`config.mk`:
```
export PLATFORM = sky130hd
export DESIGN_NAME = pstd_selftest
export DESIGN_NICKNAME = d
export VERILOG_FILES = /design/src/pstd_pkg.sv /design/src/pstd_selftest.sv
export VERILOG_INCLUDE_DIRS = /design/src
export SDC_FILE = /design/constraint.sdc
export NUM_CORES = 1
export LEC_CHECK = 0
export BUFFER_PORTS_ARGS = -buffer_cell sky130_fd_sc_hd__buf_2
export CORE_ASPECT_RATIO = 0.75
export CORE_MARGIN = 5
export CORE_UTILIZATION = 32
export CTS_CLUSTER_DIAMETER = 80
export DETAILED_ROUTE_END_ITERATION = 10
export PLACE_DENSITY = 0.56
export SLEW_MARGIN = 20
export SYNTH_ARGS = -nofsm -noshare
export SYNTH_HDL_FRONTEND = slang
export SYNTH_SLANG_ARGS = --single-unit
```
`constraint.sdc`:
```
create_clock -name clk_in -period 2.6 [get_ports clk_in]
set_input_delay 0.13 -clock clk_in [delete_from_list [all_inputs] [get_ports clk_in]]
set_output_delay 0.13 -clock clk_in [all_outputs]
set_load 0.01 [all_outputs]
```
`src/pstd_defs.svh`:
```
// Constants for the self-test sequencer and remote diagnostic interpreter.
// Assumes a 125 MHz clock.
`ifndef PSTD_DEFS_SVH
`define PSTD_DEFS_SVH

// ******************************************
// Character codes
// ******************************************
`define PSTD_CH_ESC 8'h1B
`define PSTD_CH_SUB 8'h1A
`define PSTD_CH_INIT 8'h49
`define PSTD_CH_ERST 8'h52
`define PSTD_CH_STAT 8'h31
`define PSTD_CH_SO 8'h0E
`define PSTD_CH_ENQ 8'h05
`define PSTD_CH_STX 8'h02
`define PSTD_CH_ACK 8'h06
`define PSTD_CH_CR 8'h0D
`define PSTD_CH_LF 8'h0A
`define PSTD_CH_DEL 8'h7F
`define PSTD_CH_RD 8'h28
`define PSTD_CH_TA 8'h41
`define PSTD_CH_TB 8'h42
`define PSTD_CH_TC 8'h43
`define PSTD_CH_TD 8'h44
`define PSTD_CH_SP 8'h20
`define PSTD_CH_TOP 8'h7E

// ******************************************
// Counts, bit positions, addresses, CRC polynomial and timing
// ******************************************
`define PSTD_SWIRL_LINES 7'h62
`define PSTD_LINE_CHARS 8'h84
`define PSTD_WHEEL_ADDR 8'h22
`define PSTD_ST_PITCH10 1
`define PSTD_ST_IDLE 5
`define PSTD_ST_PAR 7
`define PSTD_RES_AUXRAM 0
`define PSTD_RES_AUXROM 1
`define PSTD_RES_RAM 2
`define PSTD_RES_ROMHI 3
`define PSTD_RES_ROMLO 4
`define PSTD_PITCH_TEN 3'h7
`define PSTD_CRC_POLY 16'h8005
`define PSTD_ROM_HALF 12'h800
`define PSTD_ERST_MS 250
`define PSTD_CLK_KHZ 125000
`define PSTD_ERST_CYC (`PSTD_ERST_MS * `PSTD_CLK_KHZ)

`endif

```
`src/pstd_pkg.sv`:
```
// Types for the self-test sequencer and diagnostic interpreter.
// Assumes nothing else.
package pstd_pkg;
  // Main sequencer states
  typedef enum logic [4:0] {
    PSTD_IDLE, PSTD_SIGNON, PSTD_ROM, PSTD_ROMRPT, PSTD_RAMRD, PSTD_RAMWR,
    PSTD_RAMCHK, PSTD_RAMRPT, PSTD_SWIRL, PSTD_RESULT, PSTD_DRAIN, PSTD_TSTENT,
    PSTD_TEST, PSTD_RDADR, PSTD_RDREP, PSTD_CRLF, PSTD_ACKS, PSTD_DONE
  } pstd_state_t;
  // Command parser states
  typedef enum logic [1:0] {PSTD_P_IDLE, PSTD_P_ESC, PSTD_P_SUB} pstd_parse_t;
endpackage

```
`src/pstd_selftest.sv`:
```
// Self-test sequencer and remote diagnostic command interpreter.
// Assumes byte-wide ports, with ready on transmit and print only,
// and one-cycle ROM and RAM reads.
`timescale 1ns/1ps
`include "pstd_defs.svh"

module pstd_selftest
(
  // Clock and reset
  input wire logic clk_in,
  input wire logic rst_n_in,
  // Triggers and status from the printer
  input wire logic selftest_start_in,
  input wire logic printer_idle_in,
  input wire logic error_pending_in,
  input wire logic [7:0] wheel_info_in,
  input wire logic aux_ram_bad_in,
  input wire logic aux_rom_bad_in,
  input wire logic parity_bit_in,
  // Received bytes from the serial link
  input wire logic rx_valid_in,
  input wire logic [7:0] rx_data_in,
  // Transmitted bytes to the host
  output logic tx_valid_out,
  output logic [7:0] tx_data_out,
  input wire logic tx_ready_in,
  // Printed characters to the print engine
  output logic prt_valid_out,
  output logic [7:0] prt_data_out,
  input wire logic prt_ready_in,
  // Report codes: 0 none,1 sign-on,2 romok,3 rombad,4 ramok,5 rambad
  output logic [2:0] report_out,
  // ROM read port, data one cycle after address
  output logic [11:0] rom_addr_out,
  input wire logic [7:0] rom_data_in,
  // RAM port, data one cycle after address
  output logic [7:0] ram_addr_out,
  output logic ram_we_out,
  output logic [7:0] ram_wdata_out,
  input wire logic [7:0] ram_rdata_in,
  // Controls to the printer
  output logic init_out,
  output logic err_reset_out,
  output logic stop_motion_out,
  output logic test_mode_out,
  output logic busy_out
);

  // ******************************************
  // Declarations
  // ******************************************
  pstd_pkg::pstd_state_t state; // Sequencer state
  pstd_pkg::pstd_parse_t pstate; // Escape parser state
  logic remote; // Memory test started remotely
  logic [15:0] crc; // CRC remainder
  logic [11:0] rom_idx; // Bytes left in ROM walk
  logic [3:0] bit_idx; // CRC bit counter
  logic [7:0] rom_byte; // Byte under division
  logic rom_phase; // Waiting on ROM read data
  logic rom_hi_bad; // Upper half fault
  logic rom_lo_bad; // Lower half fault
  logic [7:0] ram_idx; // RAM location under test
  logic [7:0] ram_save; // Saved contents
  logic [3:0] ram_bit; // Bit under test, 8 means restore
  logic ram_set; // Writing set (1) or clear (0)
  logic ram_bad; // Any RAM fault
  logic [6:0] line_cnt; // Swirl lines left
  logic [7:0] char_cnt; // Characters printed in line
  logic [7:0] rot; // Line starting character
  logic [7:0] cur_ch; // Current swirl character
  logic continuous; // Byte C mode
  logic one_line; // Byte B mode
  logic crlf_sel; // Second character of CR LF
  logic [31:0] erst_cnt; // Error reset hold counter
  logic [7:0] reply; // Byte to send on reply
  logic [7:0] rd_data; // Latched RAM read

  // Wraps within printable range
  function automatic logic [7:0] next_char(input logic [7:0] c);
    next_char = (c == `PSTD_CH_TOP) ? `PSTD_CH_SP + 8'h01 : c + 8'h01;
  endfunction

  // One CRC-16 shift step, MSB first
  function automatic logic [15:0] crc_step(input logic [15:0] r, input logic b);
    crc_step = (r[15] ^ b) ? ({r[14:0], 1'b0} ^ `PSTD_CRC_POLY) : {r[14:0], 1'b0};
  endfunction

  // Status word
  function automatic logic [7:0] status_word(input logic [7:0] w, input logic idle,
                                             input logic par);
    status_word = 8'h00;
    status_word[`PSTD_ST_PITCH10] = (w[2:0] == `PSTD_PITCH_TEN);
    status_word[`PSTD_ST_IDLE] = idle;
    status_word[`PSTD_ST_PAR] = par;
  endfunction

  // ******************************************
  // Escape command parser
  // ******************************************
  // Tracks ESC SUB prefix in every state but PSTD_TEST
  always_ff @(posedge clk_in or negedge rst_n_in)
  begin
    if (!rst_n_in)
      pstate <= pstd_pkg::PSTD_P_IDLE;
    else if (rx_valid_in && state != pstd_pkg::PSTD_TEST)
    begin
      case (pstate)
        pstd_pkg::PSTD_P_IDLE:
          pstate <= (rx_data_in == `PSTD_CH_ESC) ? pstd_pkg::PSTD_P_ESC : pstd_pkg::PSTD_P_IDLE;
        pstd_pkg::PSTD_P_ESC:
          pstate <= (rx_data_in == `PSTD_CH_SUB) ? pstd_pkg::PSTD_P_SUB : pstd_pkg::PSTD_P_IDLE;
        default:
          pstate <= pstd_pkg::PSTD_P_IDLE;
      endcase
    end
  end

  logic cmd_hit; // Third byte of a diagnostic command
  assign cmd_hit = rx_valid_in && pstate == pstd_pkg::PSTD_P_SUB;

  // ******************************************
  // Error reset hold
  // ******************************************
  // Holds error reset while settling
  always_ff @(posedge clk_in or negedge rst_n_in)
  begin
    if (!rst_n_in)
      erst_cnt <= 32'h0;
    else if (cmd_hit && rx_data_in == `PSTD_CH_ERST)
      erst_cnt <= 32'(`PSTD_ERST_CYC);
    else if (erst_cnt != 32'h0)
      erst_cnt <= erst_cnt - 32'h1;
  end
  assign err_reset_out = (erst_cnt != 32'h0);

  // ******************************************
  // Main sequencer
  // ******************************************
  always_ff @(posedge clk_in or negedge rst_n_in)
  begin
    if (!rst_n_in)
    begin
      state <= pstd_pkg::PSTD_IDLE;
      remote <= 1'b0;
      crc <= 16'h0;
      rom_idx <= 12'h0;
      bit_idx <= 4'h0;
      rom_byte <= 8'h0;
      rom_phase <= 1'b0;
      rom_hi_bad <= 1'b0;
      rom_lo_bad <= 1'b0;
      ram_idx <= 8'h0;
      ram_save <= 8'h0;
      ram_bit <= 4'h0;
      ram_set <= 1'b0;
      ram_bad <= 1'b0;
      line_cnt <= 7'h0;
      char_cnt <= 8'h0;
      rot <= `PSTD_CH_SP;
      cur_ch <= `PSTD_CH_SP;
      continuous <= 1'b0;
      one_line <= 1'b0;
      crlf_sel <= 1'b0;
      reply <= 8'h0;
      rd_data <= 8'h0;
      init_out <= 1'b0;
    end
    else
    begin
      init_out <= 1'b0;
      if (cmd_hit && rx_data_in == `PSTD_CH_INIT)
      begin
        // Overrides every state but PSTD_TEST, errors included
        init_out <= 1'b1;
        state <= pstd_pkg::PSTD_IDLE;
        continuous <= 1'b0;
        one_line <= 1'b0;
      end
      else
      begin
        case (state)
          pstd_pkg::PSTD_IDLE:
          begin
            if (cmd_hit && rx_data_in == `PSTD_CH_STAT)
            begin
              reply <= status_word(wheel_info_in, printer_idle_in, parity_bit_in);
              state <= pstd_pkg::PSTD_ACKS;
            end
            else if (cmd_hit && rx_data_in == `PSTD_CH_SO)
            begin
              // Remote test runs RAM then ROM, no printout
              remote <= 1'b1;
              ram_idx <= 8'h0;
              ram_bit <= 4'h0;
              ram_bad <= 1'b0;
              state <= pstd_pkg::PSTD_RAMRD;
            end
            else if (cmd_hit && rx_data_in == `PSTD_CH_ENQ)
              state <= pstd_pkg::PSTD_DRAIN;
            else if (selftest_start_in)
            begin
              remote <= 1'b0;
              state <= pstd_pkg::PSTD_SIGNON;
            end
          end
          pstd_pkg::PSTD_SIGNON:
          begin
            // Sign-on opens local test
            crc <= 16'h0;
            rom_idx <= 12'hFFF;
            rom_phase <= 1'b0;
            bit_idx <= 4'h0;
            rom_hi_bad <= 1'b0;
            rom_lo_bad <= 1'b0;
            state <= pstd_pkg::PSTD_ROM;
          end
          pstd_pkg::PSTD_ROM:
          begin
            // Last byte down, MSB first
            if (!rom_phase)
            begin
              rom_phase <= 1'b1;
              bit_idx <= 4'h8;
            end
            else if (bit_idx == 4'h8)
            begin
              rom_byte <= rom_data_in;
              bit_idx <= 4'h7;
            end
            else
            begin
              crc <= crc_step(crc, rom_byte[bit_idx[2:0]]);
              if (bit_idx != 4'h0)
                bit_idx <= bit_idx - 4'h1;
              else if (rom_idx == `PSTD_ROM_HALF)
              begin
                // Upper half on its own
                rom_hi_bad <= (crc_step(crc, rom_byte[0]) != 16'h0);
                crc <= 16'h0;
                rom_idx <= rom_idx - 12'h1;
                rom_phase <= 1'b0;
              end
              else if (rom_idx == 12'h0)
              begin
                rom_lo_bad <= (crc_step(crc, rom_byte[0]) != 16'h0);
                state <= remote ? pstd_pkg::PSTD_RESULT : pstd_pkg::PSTD_ROMRPT;
              end
              else
              begin
                rom_idx <= rom_idx - 12'h1;
                rom_phase <= 1'b0;
              end
            end
          end
          pstd_pkg::PSTD_ROMRPT:
          begin
            // One-cycle report; RAM next
            ram_idx <= 8'h0;
            ram_bit <= 4'h0;
            ram_bad <= 1'b0;
            state <= pstd_pkg::PSTD_RAMRD;
          end
          pstd_pkg::PSTD_RAMRD:
            state <= pstd_pkg::PSTD_RAMWR;
          pstd_pkg::PSTD_RAMWR:
          begin
            // First visit saves contents
            if (ram_bit == 4'h0 && !ram_set)
              ram_save <= ram_rdata_in;
            state <= pstd_pkg::PSTD_RAMCHK;
          end
          pstd_pkg::PSTD_RAMCHK:
          begin
            // Reads back the pattern just written
            if (ram_bit != 4'h8 && ram_rdata_in[ram_bit[2:0]] != ram_set)
              ram_bad <= 1'b1;
            if (ram_bit == 4'h8)
            begin
              ram_bit <= 4'h0;
              ram_set <= 1'b0;
              if (ram_idx == 8'hFF)
                state <= remote ? pstd_pkg::PSTD_ROM : pstd_pkg::PSTD_RAMRPT;
              else
              begin
                ram_idx <= ram_idx + 8'h1;
                state <= pstd_pkg::PSTD_RAMRD;
              end
              if (ram_idx == 8'hFF && remote)
              begin
                crc <= 16'h0;
                rom_idx <= 12'hFFF;
                rom_phase <= 1'b0;
                rom_hi_bad <= 1'b0;
                rom_lo_bad <= 1'b0;
              end
            end
            else
            begin
              if (ram_set)
                ram_bit <= ram_bit + 4'h1;
              ram_set <= !ram_set;
              state <= pstd_pkg::PSTD_RAMWR;
            end
          end
          pstd_pkg::PSTD_RAMRPT:
          begin
            // RAM fault stops here, ROM fault skips swirl
            if (ram_bad)
              state <= pstd_pkg::PSTD_IDLE;
            else if (rom_hi_bad || rom_lo_bad)
              state <= pstd_pkg::PSTD_IDLE;
            else
            begin
              line_cnt <= `PSTD_SWIRL_LINES;
              char_cnt <= 8'h0;
              rot <= `PSTD_CH_SP + 8'h01;
              cur_ch <= `PSTD_CH_SP + 8'h01;
              state <= pstd_pkg::PSTD_SWIRL;
            end
          end
          pstd_pkg::PSTD_SWIRL:
          begin
            if (rx_valid_in && rx_data_in == `PSTD_CH_TD && (continuous || one_line))
            begin
              // Immediate stop then line end
              continuous <= 1'b0;
              one_line <= 1'b0;
              crlf_sel <= 1'b0;
              reply <= `PSTD_CH_ACK;
              state <= pstd_pkg::PSTD_CRLF;
            end
            else if (prt_ready_in)
            begin
              if (char_cnt == `PSTD_LINE_CHARS - 8'h01)
              begin
                // Line done; next line rotates by one
                char_cnt <= 8'h0;
                rot <= next_char(rot);
                cur_ch <= next_char(rot);
                if (one_line)
                begin
                  one_line <= 1'b0;
                  reply <= `PSTD_CH_ACK;
                  state <= pstd_pkg::PSTD_ACKS;
                end
                else if (!continuous)
                begin
                  line_cnt <= line_cnt - 7'h1;
                  if (line_cnt == 7'h1)
                    state <= pstd_pkg::PSTD_IDLE;
                end
              end
              else
              begin
                char_cnt <= char_cnt + 8'h1;
                cur_ch <= next_char(cur_ch);
              end
            end
          end
          pstd_pkg::PSTD_RESULT:
          begin
            // Result byte: fault flags and parity
            reply <= {parity_bit_in, 2'b00, rom_lo_bad, rom_hi_bad, ram_bad,
                      aux_rom_bad_in, aux_ram_bad_in};
            state <= pstd_pkg::PSTD_ACKS;
          end
          pstd_pkg::PSTD_DRAIN:
          begin
            // Drain buffered bytes first
            if (printer_idle_in)
            begin
              reply <= `PSTD_CH_SO;
              state <= pstd_pkg::PSTD_TSTENT;
            end
          end
          pstd_pkg::PSTD_TSTENT:
            if (tx_ready_in)
              state <= pstd_pkg::PSTD_TEST;
          pstd_pkg::PSTD_TEST:
          begin
            if (rx_valid_in)
            begin
              case (rx_data_in)
                `PSTD_CH_RD: state <= pstd_pkg::PSTD_RDADR;
                `PSTD_CH_TA:
                begin
                  remote <= 1'b1;
                  ram_idx <= 8'h0;
                  ram_bit <= 4'h0;
                  ram_bad <= 1'b0;
                  state <= pstd_pkg::PSTD_RAMRD;
                end
                `PSTD_CH_TB:
                begin
                  one_line <= 1'b1;
                  char_cnt <= 8'h0;
                  cur_ch <= rot;
                  state <= pstd_pkg::PSTD_SWIRL;
                end
                `PSTD_CH_TC:
                begin
                  continuous <= 1'b1;
                  char_cnt <= 8'h0;
                  cur_ch <= rot;
                  state <= pstd_pkg::PSTD_SWIRL;
                end
                `PSTD_CH_DEL:
                begin
                  init_out <= 1'b1;
                  state <= pstd_pkg::PSTD_IDLE;
                end
                default: state <= pstd_pkg::PSTD_TEST;
              endcase
            end
          end
          pstd_pkg::PSTD_RDADR:
            if (rx_valid_in)
              state <= pstd_pkg::PSTD_RDREP;
          pstd_pkg::PSTD_RDREP:
          begin
            // STX, then latched byte
            rd_data <= ram_rdata_in;
            reply <= `PSTD_CH_STX;
            crlf_sel <= 1'b1;
            state <= pstd_pkg::PSTD_ACKS;
          end
          pstd_pkg::PSTD_CRLF:
            if (prt_ready_in)
            begin
              crlf_sel <= !crlf_sel;
              if (crlf_sel)
                state <= pstd_pkg::PSTD_ACKS;
            end
          pstd_pkg::PSTD_ACKS:
          begin
            // Sends reply; memory read sends a second byte
            if (tx_ready_in)
            begin
              if (reply == `PSTD_CH_STX && crlf_sel)
              begin
                reply <= rd_data;
                crlf_sel <= 1'b0;
              end
              else
              begin
                state <= test_mode_out ? pstd_pkg::PSTD_TEST : pstd_pkg::PSTD_IDLE;
                remote <= 1'b0;
              end
            end
          end
          default: state <= pstd_pkg::PSTD_IDLE;
        endcase
      end
    end
  end

  // ******************************************
  // Test mode flag
  // ******************************************
  // Set on entry, cleared by init
  always_ff @(posedge clk_in or negedge rst_n_in)
  begin
    if (!rst_n_in)
      test_mode_out <= 1'b0;
    else if (state == pstd_pkg::PSTD_TSTENT)
      test_mode_out <= 1'b1;
    else if (init_out || (cmd_hit && rx_data_in == `PSTD_CH_INIT))
      test_mode_out <= 1'b0;
  end

  // ******************************************
  // Output decode
  // ******************************************
  always_comb
  begin
    tx_valid_out = (state == pstd_pkg::PSTD_ACKS) || (state == pstd_pkg::PSTD_TSTENT);
    tx_data_out = reply;
    prt_valid_out = (state == pstd_pkg::PSTD_SWIRL) || (state == pstd_pkg::PSTD_CRLF);
    prt_data_out = (state == pstd_pkg::PSTD_CRLF) ?
                   (crlf_sel ? `PSTD_CH_LF : `PSTD_CH_CR) : cur_ch;
    report_out = 3'h0;
    if (state == pstd_pkg::PSTD_SIGNON)
      report_out = 3'h1;
    else if (state == pstd_pkg::PSTD_ROMRPT)
      report_out = (rom_hi_bad || rom_lo_bad) ? 3'h3 : 3'h2;
    else if (state == pstd_pkg::PSTD_RAMRPT)
      report_out = ram_bad ? 3'h5 : 3'h4;
    rom_addr_out = rom_idx;
    ram_addr_out = ram_idx;
    if (state == pstd_pkg::PSTD_RDADR)
      ram_addr_out = rx_data_in;
    ram_we_out = (state == pstd_pkg::PSTD_RAMWR);
    ram_wdata_out = (ram_bit == 4'h8) ? ram_save :
                    (ram_set ? (ram_save | (8'h01 << ram_bit[2:0]))
                             : (ram_save & ~(8'h01 << ram_bit[2:0])));
    stop_motion_out = (state == pstd_pkg::PSTD_TSTENT) || (state == pstd_pkg::PSTD_TEST);
    busy_out = (state != pstd_pkg::PSTD_IDLE) && (state != pstd_pkg::PSTD_TEST);
  end

endmodule

```
After elaboration in Yosys (flattened, before gate mapping). Index checks and enable logic that the tools add are counted.

Flip-flop bits (word level): 157. Input port bits: 43. Output and inout bits: 55. Logic and storage cells: 396.

Add/subtract/negate cells: 9. Magnitude comparators: 2. Equality and inequality tests: 102. Shift-type cells: 1. Multiplexer cells: 183. Bitwise operators: 7. Reduce and logical (&&, ||, !) cells: 65.

Operator list (count): $mux 8 (37); $mux 16 (8); $mux 5 (25); $mux 12 (7); $pmux 5 s16 (1); $eq 8x7->1 const B (9); $mux 32 (2); $ne 3x3->1 const B (21); $ne 2x2->1 const B (28); $mux 1 (54); $mux 4 (13); $mux 7 (7); $pmux 16 s3 (1); $pmux 8 s3 (2); $pmux 8 s6 (1); $eq 5x4->1 const B (8); $pmux 12 s3 (1); $reduce_and 9->1 (4); $add 8x1->8 const B (4); $pmux 4 s4 (2); $pmux 8 s4 (1); $reduce_and 8->1 (4); $reduce_bool 32->1 (1); $sub 32x1->32 const B (1); other kinds (66) (127).

Logic depth before layout (Yosys ltp).
Word-level depth: 9. Mapped depth: 10. Gate-level depth less buffers: 8.

Least setup slack after synthesis. OpenSTA, ideal clock, no wires.

Path kind: flip-flop to flip-flop. Start point: register ram_bit[0]. End point: register rom_idx[9], in the netlist rom_addr_out[9]. Library setup time: 0.071 ns. Arrival: 2.261 ns. Data required time: 2.529 ns. Path slack: 0.268 ns. Stages on the path, launching flop included: 9. Path buffers: 0. Clock period less this slack: 2.332 ns. Cell sequence: dfrtp_1 inv_1 ha_1 nand3b_1 nor4_1 o221a_2 nand3_1 or4_1 nand3_1.

Longest elaborated chain between the ends: 3.

Ends and longest elaborated chain: start, declared (line pstd_selftest.sv:64) `logic [3:0] ram_bit;`; start signal, assigned (line pstd_selftest.sv:300) `ram_bit <= ram_bit + 4'h1;`; $eq 4x4->1 (line pstd_selftest.sv:277) `if (ram_bit == 4'h8)`; $ne 2x2->1 (no source line); $reduce_and 8->1 (no source line); end signal, assigned (line pstd_selftest.sv:240) `rom_idx <= rom_idx - 12'h1;`; end signal, assigned (line pstd_selftest.sv:250) `rom_idx <= rom_idx - 12'h1;`; end, declared (line pstd_selftest.sv:56) `logic [11:0] rom_idx;`.

Every way passes these cells. A chain may end at the register's enable or synchronous reset.

Final worst setup path.
Start point: register state[1]. End point: register reply[7], in the netlist tx_data_out[7].

Longest elaborated chain between the ends: 3. Elaborated cells on any way between the ends: 16. Those cells by class: eq/ne: 12; mux: 1; reduce/logical: 3.

Ends and longest elaborated chain: start, declared (line pstd_selftest.sv:52) `pstd_pkg::pstd_state_t state;`; start signal, assigned (line pstd_selftest.sv:143) `state <= pstd_pkg::PSTD_IDLE;`; start signal, assigned (line pstd_selftest.sv:175) `state <= pstd_pkg::PSTD_IDLE;`; start signal, assigned (line pstd_selftest.sv:187) `state <= pstd_pkg::PSTD_ACKS;`; $eq 5x5->1 (tied with other cells) (line pstd_selftest.sv:181) `case (state)`; $reduce_bool 6->1 (no source line) (tied with other cells); $reduce_and 9->1 (no source line); end signal, assigned (line pstd_selftest.sv:186) `reply <= status_word(wheel_info_in, printer_idle_in, parity_bit_in);`; end signal, assigned (line pstd_selftest.sv:329) `` reply <= `PSTD_CH_ACK; ``; end signal, assigned (line pstd_selftest.sv:343) `` reply <= `PSTD_CH_ACK; ``; end, declared (line pstd_selftest.sv:75) `logic [7:0] reply;`.

Parallel ways exist; a longest one is shown, timed or not.

==> summary.md <==
| Metric | Value |
|---|---|
| Worst-path clk slew | `0.06 ns` |
| Antenna-violating nets left | `0` |
| Reg2reg start | `state[1]$_DFFE_PN0P_` |
| EDFF count, synth | `0` |
| Placer Congestion | `0.8776` |
| Count leader, synth | `dfrtp_1` |
| Synth warn | `0` |
| Pre-CTS setup slack | `0.09411 ns` |
| Worst IR Drop VDD | `487.9 µV` |
| GRT Residual Overflow | `0` |
| FF-to-FF path depth | `7` |
| Vias per Instance | `5.392` |
| CTS Sinks | `157` |
| DR pass1 iterations | `6` |
| Period minus WS final | `2.514 ns` |
| H-tree lvl count | `4` |
| Die area | `34,010 µm²` |
| # rows | `55` |
| Status | `complete, no violations` |
| Vias in the first global route | `8,567` |
| Hold path cells | `3` |
| CTS Buf Count | `17` |
| Slew headroom | `53.45%` |
| Asr flop ratio synth | `100.0%` |
| Pwr per Cell Area | `784.2 nW/µm²` |
| Crit end category | `register` |
| Hold slack final | `0.03980 ns` |
| FF+latch count, synth | `157` |
| Overall power | `9.311 mW` |
| Fmax | `0.3978 GHz` |
| Die Y-Extent | `161.0 µm` |
| Largest net degree at the start of global routing | `70` |
| RR Endpoint | `tx_data_out[7]$_DFFE_PN0P_` |
| Ys flop type | `dfrtp_1` |
| Avg WL per Cell | `17.08 µm` |
| Crit path required time | `2.91 ns` |
| WL final | `28.17 mm` |
| Die Wd | `211.3 µm` |
| CTS Buffer Depth | `2` |
| Vias | `8,891` |
| Total core area | `30,070 µm²` |
| Final Util | `39.48%` |
| Post-synth top cells | `dfrtp_1 (155), nand2_1 (124), o21ai_0 (92), nor2_1 (69), nand3_1 (48)` |
| Yosys top cell by area | `dfrtp_1` |
| Worst hold start | `rx_data_in[0]` |
| Initial antenna violation count | `1` |
| DRC violations left | `0` |
| Max Slew Vio Count | `0` |
| Worst-Skew Late Latency | `0.43 ns` |
| Measured slew at the worst slew-check pin | `0.6983 ns` |
| Hold EP | `continuous$_DFFE_PN0P_` |
| Setup TNS | `0 ns` |
| Overall Global Routing Usage | `16.65%` |
| Max-Cap Viols | `0` |
| Share of cells above drive strength 1 | `22.56%` |
| CP arrival | `2.82 ns` |
| Net count after synthesis | `1,145` |
| Final Hold Vio Count | `0` |
| Register area share after synthesis | `40.42%` |
| DP HPWL | `20.80 mm` |
| Initial Utilization | `32.34%` |
| PortBufs | `91` |
| Synthesized area per cell | `8.980 µm²` |
| Setup WS post-layout | `0.08587 ns` |
| Hold Path Class | `primary input to register` |
| WS Path Type | `register to register` |
| Synthesized area | `9726 µm²` |
| Finished Layout Cells | `1,649` |
| Startpoint types | `register` |
| Placed Area | `11,060 µm²` |
| First-pass GRT wire length | `46.64 mm` |
| Standby leakage power | `4.862 nW` |
| Root Driver | `clkbuf_16` |
| FILL cells | `2,998` |
| Placed cells | `1,600` |
| Final setup fails | `0` |
| Max Fanout on Critical Path | `14` |
| Multi-input logic area | `5503 µm²` |
| TritonCTS clock tree | `yes` |
| Nets | `1,299` |
| DR iter-0 viols | `736` |
| Synth cell types | `83` |
| Area fraction of the dominant cell type after synthesis | `39.88%` |
| Antenna Cells | `0` |
| Final Cell Area | `11,870 µm²` |
| Reg2reg setup slack | `0.09 ns` |
| Synth area leaders | `dfrtp_1 (40%), mux2_2 (5.1%), nand2_1 (4.8%), o21ai_0 (4.7%), nor2_1 (2.7%)` |
| Top Ports | `98` |
| Post-Route Skew | `0.01214 ns` |
| Synth Instances | `1,083` |
| Register area | `3931 µm²` |
| Area growth from synthesis to layout | `22.09%` |
| Part of the cycle the worst path needs | `96.70%` |
-- layout by cell type (no fill, tap or decap), drive strengths merged, types with 5 or more instances in the layout --
cell type / instances
nor3: 42
o22ai: 5
and3: 22
nor2: 71
o31ai: 21
a22o: 5
xor2: 17
a22oi: 6
nand2: 124
or3: 23
or4: 12
nor3b: 5
a21oi: 36
nand4: 22
a31oi: 9
o21ai: 97
clkbuf: 24
mux2: 45
or2: 12
and4: 5
nand3b: 8
buf: 168
nor4: 25
nand2b: 21
xnor2: 20
dfrtp: 155
ha: 19
o211ai: 11
o2bb2ai: 6
nor2b: 15
mux2i: 5
dlygate4sd3: 17
inv: 32
nor4b: 6
nand3: 51
-- metal layers --
metal	wire [µm]	GRT usage [%]	vias to the layer above
met5	13	0	-
met2	12250	24.26	211
met1	14160	25.48	4332
met4	273	3.805	2
met3	1477	3.223	22
li1	-	-	4324
-- worst max-delay path by stage --
| stage | depth (start not counted) | from | to |
|---|---|---|---|
| finish | 7 | state[1]$_DFFE_PN0P_ | tx_data_out[7]$_DFFE_PN0P_ |
| global route | 7 | state[1]$_DFFE_PN0P_ | tx_data_out[7]$_DFFE_PN0P_ |
| CTS | 7 | char_cnt[0]$_DFFE_PN0P_ | rot[4]$_DFFE_PN0P_ |
| detailed placement | 7 | char_cnt[0]$_DFFE_PN0P_ | rot[3]$_DFFE_PN0P_ |
| global placement | 7 | state[1]$_DFFE_PN0P_ | tx_data_out[7]$_DFFE_PN0P_ |
| floorplan | 8 | ram_bit[0]$_DFFE_PN0P_ | rom_addr_out[9]$_DFFE_PN0P_ |
-- final cells by class --
cell class / count / area share, %
Tap cell: 399 / 4.204
Timing Repair Buffer: 185 / 10.30
Multi-Input combinational cell: 846 / 46.34
Sequential cell: 157 / 33.11
Clock buffer: 24 / 4.225
Clock inverter: 8 / 0.8746
Inverter: 30 / 0.9484
-- worst max-delay path: stages (launching register included) --
cell     delay (ns)
dfrtp_1        0.42
buf_4          0.20
or3_1          0.48
nor3_2         0.20
nand4_1        0.26
a21oi_1        0.31
nand3_4        0.18
mux2_1         0.34
-- report_power, final --
group	switching [mW]	internal (mW)
Clock	1.05	1.55
Sequential	0.405	2.88
Combinational	1.99	1.44
Total	3.44	5.87
-- registers in the layout (all words and copies together), names as in the netlist, 2 cells and up --
register / cells
tx_data_out: 8
rd_data: 8
rom_byte: 8
rom_addr_out: 12
pstate: 2
rot: 8
line_cnt: 7
erst_cnt: 32
char_cnt: 8
bit_idx: 4
ram_idx: 8
ram_bit: 4
state: 5
cur_ch: 8
ram_save: 8
crc: 16
-- kinds of logic (layout without fill, tap and decap cells) --
kind of cell / after synthesis / after routing / share of synthesized area [%]
fa+ha+maj: 19 / 19 / 2.444
mux: 54 / 54 / 6.651
simple gates: 484 / 484 / 26.95
compound gates: 252 / 252 / 16.80
flops: 157 / 157 / 40.42
buf+inv: 80 / 247 / 3.396
xor+xnor: 37 / 37 / 3.332
-- timing repair --
action                                 4_1_cts  5_1_grt
setup endpoints to repair                    0       20
hold buffers                                17        0
endpoints found under the hold margin       86        0
setup buffers                                0        0
resized for setup                            0        5
Note: power is estimated with default switching activity, not from simulation.
